File: src/rtl/sad_pkg.sv
// Shared constants, commands and carriers for the subtract datapath
package sad_pkg;

  localparam int SAD_DATA_W = 8;
  localparam int SAD_NIB_W = 4;
  localparam int SAD_ADDR_W = 8;
  localparam int SAD_MEM_DEPTH = 64;

  localparam logic [SAD_DATA_W-1:0] SAD_WORK_RST = 8'h00;
  localparam logic [SAD_DATA_W-1:0] SAD_ZERO = 8'h00;
  localparam logic [SAD_DATA_W-1:0] SAD_RDATA_RST = 8'h00;

  // Carry polarity: carry is the inverse of borrow
  localparam logic SAD_CARRY_ON_BORROW = 1'b0;
  localparam logic SAD_CARRY_NO_BORROW = 1'b1;

  typedef enum logic [2:0] {
    SAD_OP_NOP,
    SAD_OP_SUB_WORK,
    SAD_OP_SUB_MEM,
    SAD_OP_LOAD_MEM,
    SAD_OP_LOAD_WORK,
    SAD_OP_READ_MEM
  } sad_op_e;

  typedef struct packed {
    logic valid;
    sad_op_e op;
    logic [SAD_ADDR_W-1:0] addr;
    logic [SAD_DATA_W-1:0] data;
  } sad_cmd_s;

  typedef struct packed {
    logic signed_range_flag;
    logic zero_flag;
    logic half_borrow_flag;
    logic carry_flag;
  } sad_flags_s;

  localparam sad_flags_s SAD_FLAGS_RST = '{1'b0, 1'b0, 1'b0, 1'b0};

  typedef struct packed {
    logic [SAD_DATA_W-1:0] diff;
    sad_flags_s flags;
  } sad_result_s;

endpackage

File: src/rtl/sad_data_mem.sv
// Small data memory with registered read data
`timescale 1ns/1ps
module sad_data_mem
  import sad_pkg::*;
#(
  parameter int WIDTH = SAD_DATA_W,
  parameter int DEPTH = SAD_MEM_DEPTH
)
(
  // Clock
  input wire logic i_clk,
  // Write port
  input wire logic i_wr_en,
  input wire logic [$clog2(DEPTH)-1:0] i_wr_addr,
  input wire logic [WIDTH-1:0] i_wr_data,
  // Read port
  input wire logic [$clog2(DEPTH)-1:0] i_rd_addr,
  output logic [WIDTH-1:0] o_rd_data
);

  logic [WIDTH-1:0] mem_q [DEPTH];

  // The address bits must reach every word and nothing past the array
  if (WIDTH < 1 || DEPTH < 2 || (DEPTH & (DEPTH - 1)) != 0)
  begin : g_param_check
    $error("sad_data_mem parameters out of range");
  end

  // No reset on the array so it can map onto block memory
  always_ff @(posedge i_clk)
  begin
    if (i_wr_en)
    begin
      mem_q[i_wr_addr] <= i_wr_data;
    end
    o_rd_data <= mem_q[i_rd_addr];
  end

endmodule

File: src/rtl/sad_datapath.sv
// Subtract datapath with work register, status flags and data memory
`timescale 1ns/1ps
module sad_datapath
  import sad_pkg::*;
#(
  parameter int MEM_DEPTH = SAD_MEM_DEPTH
)
(
  // Clock and reset
  input wire logic i_clk,
  input wire logic i_rst,
  // Command from the decoder
  input wire sad_cmd_s i_cmd,
  output logic o_ready,
  // Results
  output logic o_done,
  output logic [SAD_DATA_W-1:0] o_work_register,
  output sad_flags_s o_flags,
  output logic [SAD_DATA_W-1:0] o_rdata
);

  localparam int MA_W = $clog2(MEM_DEPTH);

  // The address field is fixed; a deeper memory would lose addresses
  // An uneven depth would leave address codes pointing past the array
  if (MEM_DEPTH < 2 || MEM_DEPTH > (1 << SAD_ADDR_W) || (MEM_DEPTH & (MEM_DEPTH - 1)) != 0)
  begin : g_depth_check
    $error("MEM_DEPTH out of range");
  end

  typedef enum logic {
    SAD_ST_IDLE,
    SAD_ST_EXEC
  } sad_state_e;

  // Subtract a minus m with flags
  function automatic sad_result_s sad_subtract(
    input logic [SAD_DATA_W-1:0] a,
    input logic [SAD_DATA_W-1:0] m
  );
    logic [SAD_DATA_W:0] full;
    logic [SAD_NIB_W:0] nib;
    sad_result_s r;
    full = {1'b0, a} - {1'b0, m};
    nib = {1'b0, a[SAD_NIB_W-1:0]} - {1'b0, m[SAD_NIB_W-1:0]};
    r.diff = full[SAD_DATA_W-1:0];
    r.flags.carry_flag = full[SAD_DATA_W] ? SAD_CARRY_ON_BORROW : SAD_CARRY_NO_BORROW;
    r.flags.half_borrow_flag = ~nib[SAD_NIB_W];
    r.flags.zero_flag = (full[SAD_DATA_W-1:0] == SAD_ZERO);
    r.flags.signed_range_flag = (a[SAD_DATA_W-1] ^ m[SAD_DATA_W-1])
      & (a[SAD_DATA_W-1] ^ full[SAD_DATA_W-1]);
    return r;
  endfunction

  // True while the executing command carries the wanted operation
  function automatic logic sad_exec_is(
    input logic exec,
    input sad_op_e have,
    input sad_op_e want
  );
    return exec & (have == want);
  endfunction

  sad_state_e state_q;
  sad_state_e state_d;
  sad_cmd_s cmd_q;
  logic [SAD_DATA_W-1:0] work_q;
  logic [SAD_DATA_W-1:0] work_d;
  sad_flags_s flags_q;
  sad_flags_s flags_d;
  logic ready_q;
  logic done_q;
  logic [SAD_DATA_W-1:0] rdata_q;
  logic [SAD_DATA_W-1:0] rdata_d;
  logic [SAD_DATA_W-1:0] mem_rd_data;

  // Decode of the accepted and the executing command
  wire take = i_cmd.valid & ready_q;
  wire in_exec = (state_q == SAD_ST_EXEC);
  wire op_sub_work = sad_exec_is(in_exec, cmd_q.op, SAD_OP_SUB_WORK);
  wire op_sub_mem = sad_exec_is(in_exec, cmd_q.op, SAD_OP_SUB_MEM);
  wire op_load_mem = sad_exec_is(in_exec, cmd_q.op, SAD_OP_LOAD_MEM);
  wire op_load_work = sad_exec_is(in_exec, cmd_q.op, SAD_OP_LOAD_WORK);
  wire op_read_mem = sad_exec_is(in_exec, cmd_q.op, SAD_OP_READ_MEM);
  wire any_sub = op_sub_work | op_sub_mem;

  wire sad_result_s sub_res = sad_subtract(work_q, mem_rd_data);

  // Memory write selection: only the memory-target subtract and the memory load write
  wire mem_wr_en = op_sub_mem | op_load_mem;
  wire [SAD_DATA_W-1:0] mem_wr_data = op_sub_mem ? sub_res.diff : cmd_q.data;
  wire [MA_W-1:0] mem_wr_addr = cmd_q.addr[MA_W-1:0];
  wire [MA_W-1:0] mem_rd_addr = i_cmd.addr[MA_W-1:0];

  // Work register: written by the accumulator-target subtract or the work load
  assign work_d = op_sub_work ? sub_res.diff :
    (op_load_work ? cmd_q.data : work_q);
  assign flags_d = any_sub ? sub_res.flags : flags_q;
  assign rdata_d = op_read_mem ? mem_rd_data : rdata_q;

  always_comb
  begin
    state_d = state_q;
    case (state_q)
      SAD_ST_IDLE:
      begin
        if (take)
        begin
          state_d = SAD_ST_EXEC;
        end
      end
      SAD_ST_EXEC:
      begin
        state_d = SAD_ST_IDLE;
      end
      default:
      begin
        state_d = SAD_ST_IDLE;
      end
    endcase
  end

  // Read data arrive one cycle after the address, hence the exec state
  sad_data_mem #(
    .WIDTH(SAD_DATA_W),
    .DEPTH(MEM_DEPTH)
  ) u_mem (
    .i_clk(i_clk),
    .i_wr_en(mem_wr_en),
    .i_wr_addr(mem_wr_addr),
    .i_wr_data(mem_wr_data),
    .i_rd_addr(mem_rd_addr),
    .o_rd_data(mem_rd_data)
  );

  // Sequencer state
  always_ff @(posedge i_clk)
  begin
    if (i_rst)
    begin
      state_q <= SAD_ST_IDLE;
    end
    else
    begin
      state_q <= state_d;
    end
  end

  // Command latch, held through execute so the decoder may move on
  always_ff @(posedge i_clk)
  begin
    if (i_rst)
    begin
      cmd_q <= '0;
    end
    else if (take)
    begin
      cmd_q <= i_cmd;
    end
  end

  // Ready from the next state, so the output still leaves a flip-flop
  always_ff @(posedge i_clk)
  begin
    if (i_rst)
    begin
      ready_q <= 1'b1;
    end
    else
    begin
      ready_q <= (state_d == SAD_ST_IDLE);
    end
  end

  // Done pulses for the one cycle after execute
  always_ff @(posedge i_clk)
  begin
    if (i_rst)
    begin
      done_q <= 1'b0;
    end
    else
    begin
      done_q <= in_exec;
    end
  end

  // Work register
  always_ff @(posedge i_clk)
  begin
    if (i_rst)
    begin
      work_q <= SAD_WORK_RST;
    end
    else
    begin
      work_q <= work_d;
    end
  end

  // Status flags
  always_ff @(posedge i_clk)
  begin
    if (i_rst)
    begin
      flags_q <= SAD_FLAGS_RST;
    end
    else
    begin
      flags_q <= flags_d;
    end
  end

  // Read data hold until the next memory read
  always_ff @(posedge i_clk)
  begin
    if (i_rst)
    begin
      rdata_q <= SAD_RDATA_RST;
    end
    else
    begin
      rdata_q <= rdata_d;
    end
  end

  assign o_ready = ready_q;
  assign o_done = done_q;
  assign o_work_register = work_q;
  assign o_flags = flags_q;
  assign o_rdata = rdata_q;

endmodule

File: config.mk
export PLATFORM = sky130hd
export DESIGN_NAME = sad_datapath
export DESIGN_NICKNAME = d
export VERILOG_FILES = /design/src/rtl/sad_pkg.sv /design/src/rtl/sad_data_mem.sv /design/src/rtl/sad_datapath.sv
export SDC_FILE = /design/constraint.sdc
export NUM_CORES = 1
export LEC_CHECK = 0
export ABC_AREA = 1
export BUFFER_PORTS_ARGS = -buffer_cell sky130_fd_sc_hd__buf_2
export CAP_MARGIN = 10
export CORE_MARGIN = 2
export CORE_UTILIZATION = 45
export CTS_CLUSTER_DIAMETER = 50
export DETAILED_ROUTE_END_ITERATION = 6
export SYNTH_ARGS = -nofsm -noshare
export SYNTH_HDL_FRONTEND = slang
export SYNTH_SLANG_ARGS = --single-unit
File: constraint.sdc
create_clock -name i_clk -period 9.4 [get_ports i_clk]
set_clock_uncertainty 0.2 [all_clocks]
set_input_delay 2.35 -clock i_clk [delete_from_list [all_inputs] [get_ports i_clk]]
set_output_delay 2.35 -clock i_clk [all_outputs]
set_load 0.02 [all_outputs]
==> impl_results.md <==
* Post-Syn Area at approximately 23000 um2
* Post-CTS setup buffer count at 0
* Vias per cell at ~5.4
* Final Non-Filler Cells at ~2800
* Detailed Place HPWL at ~31 mm
* Worst-margin pin slew at roughly 1.1 ns
* Dpl cell area at 23700 um2
* Initial Util at 0.454
* #FFs+latches synth at 560
* R2R cell count at 5
* Drc violations at 0
* Avg Cell Area, Syn at around 11 um2
* Overall routing resource usage at 0.210
* Run status: finished clean
* Syn_nets at 2116
* Number of detailed-route iterations in the first pass at 5
* Via Count at 15200
* Core Footprint at a little over 50000 um2
* CTS max path bufs at 3
* CTS root buf: clkbuf_16
* Layout area overhead at 10.0%
* Die width at between 200 and 250 um
* Pins Over Slew Limit at 0
* Critical path required time at around 9.7 ns
* Worst-Skew Late Latency at 0.63 ns
* Multi-input gate area at ~6000 um2
* Initial antenna violation count at 2
* Final WL at between 50 and 60 mm
* Post-Syn Instances at ~2100
* Largest net degree at the start of global routing at around 190
* CP endpoint kind: register
* Commonest non-fill, non-tap cell in the layout: nand2_1
* Final period util at 0.516
* GP Congestion at around 0.83
* Ys Warns at 0
* Clock-pin slew on the worst setup and hold paths at 0.06 ns
* Setup-failing EPs final at 0
* First-pass GRT wire length at approximately 86 mm
* Lkg Pwr at ~9.4 nW
* IO Count at 44
* Crit-path max FO at 70
* Chip height at 231 um
* Layout cells sized above 1 at 0.0732
* Fin. Hold Viols at 0
* Clock Sinks at 560
* Reg area at 16300 um2
* Initial DRC Count at 1386
* Post-route cell area at 25600 um2
* MaxCap Viol Count at 0
* Port bufs at between 40 and 50
* WS Path Type: in -> reg
* Final worst path period need at 4.85 ns
* Post-layout net count at ~2100
* Routed wire per std cell at around 20 um
* # H-tree levels at 2
* Relative slew slack at 0.286
* # fillers at roughly 4500
* RSZ-0062 raised after global routing: no
* CP max stage cell: buf_4
* Num CTS Buffers at between 50 and 60
* F_max at between 200 and 250 MHz
* Crit start category: input port
* Dpl cells at 2702
* CTS tree: built
* Post-cts hold buffer count at 0
* # resized after CTS at 0
* Hold path depth at 2
* Critical path's largest stage delay at 0.79 ns
* Netlist cell types at 29
* Worst path arrival time at 5.13 ns
* Sequential share of the synthesized area at 0.703
* IR Drop Worst-Case VDD at 0.156 mV
* Full die area at 53500 um2
* P per Cell Area at 209 nW/um2
* Critical Path, Cell by Cell: buf_4, inv_4, buf_4, nand3_1, nand3_1, nand2_1, nand2_1, nand3_1, nand3_1, nand2_1
* Most used cell, CP: nand3_1
* Rows at 83
* HP Class: reg -> reg
* Antenna viol nets, final at 0
* Total grt overflow at 0
* Commonest non-fill, non-tap cells in the layout: nand2_1, edfxtp_1, nand3_1, nor2_1, clkbuf_16
* Vias in the first global route at between 10000 and 15000
* Setup TNS Final at 0 ns
area by class of cell:
| type | count | share of cell area |
|---|---|---|
| flip-flops and latches | 560 | 0.639 |
| repair buffers | 56 | 0.0138 |
| clock inverters | 34 | 0.00930 |
| multi-input cells | 1358 | 0.235 |
| inverters | 48 | 0.00734 |
| clock buffers | 75 | 0.0622 |
| diodes | 1 | 0.0000979 |
| well taps | 680 | 0.0333 |
registers in the layout, summed over array words and instances (netlist names):
signal / cells
u_mem.mem_q: 512
o_ready: 1
o_rdata: 8
cmd_q: 17
o_done: 1
o_flags: 4
o_work_register: 8
u_mem.o_rd_data: 8
in_exec: 1
synth_stat cells (all sizes together):
cell,count,area [um2]
a21oi,30,150
or2,1,6.26
ha,8,100
o21a,1,7.51
nand2,713,2680
fa,1,20.0
edfxtp,512,15400
clkbuf,13,48.8
dfxtp,48,961
nand3b,2,15.0
nor2,89,334
nand4,10,62.6
nand3,462,2310
o22ai,1,6.26
buf,106,751
a21o,1,7.51
o211ai,2,15.0
nor3,2,21.3
a31oi,5,31.3
o21ai,30,150
inv,48,185
logic make-up (layout without fill, tap and decap cells):
| kind of cell | Yosys count | after routing | share of synthesized area |
|---|---|---|---|
| flip-flops | 560 | 560 | 0.703 |
| AND/OR/NAND/NOR | 1279 | 1279 | 0.234 |
| adder cells (fa/ha/maj) | 9 | 9 | 0.00517 |
| AO/OA/AOI/OAI | 70 | 70 | 0.0158 |
| buffers and inverters | 167 | 213 | 0.0424 |
| other | 0 | 1 | 0 |
stage by stage:
stage,utilization,power (W),hold slack [ns],worst slack [ns]
after global routing,0.499,0.00552,0.276,4.40
after detailed placement,0.464,0.00320,0.252,3.97
final,0.499,0.00535,0.260,4.55
after floorplan,-,0.00308,0.238,4.41
after global placement,0.464,0.00320,0.247,3.98
after CTS,0.499,0.00539,0.259,4.61
final timing paths:
check | startpoint | end | slack (ns)
max reg2reg | cmd_q[16] | u_mem.mem_q[61][2] | 5.85
min | o_rdata[7] | o_rdata[7] | 0.26
max | i_cmd[9] | u_mem.o_rd_data[3] | 4.55
min reg2reg | o_rdata[7] | o_rdata[7] | 0.26
metal layers:
| layer | wire [um] | global-route usage | part of all wire |
|---|---|---|---|
| met5 | 14 | 0 | 0.00025 |
| met4 | 1960 | 0.0863 | 0.035 |
| met3 | 3340 | 0.0332 | 0.060 |
| met2 | 25900 | 0.332 | 0.46 |
| met1 | 24700 | 0.292 | 0.44 |
worst max-delay path, delay by kind of cell:
kind / cells / cell delay, ns
and+or+nand+nor: 7 / 0.97
buffers and inverters: 3 / 1.68
power by group:
group | internal (W) | switching [W] | leakage, nW
Combinational | 0.0000885 | 0.000290 | 3.40
Clock | 0.00125 | 0.000951 | 0.905
Sequential | 0.00276 | 0.0000119 | 5.13
Total | 0.00410 | 0.00125 | 9.43
Power figures use the tool's default switching activity.
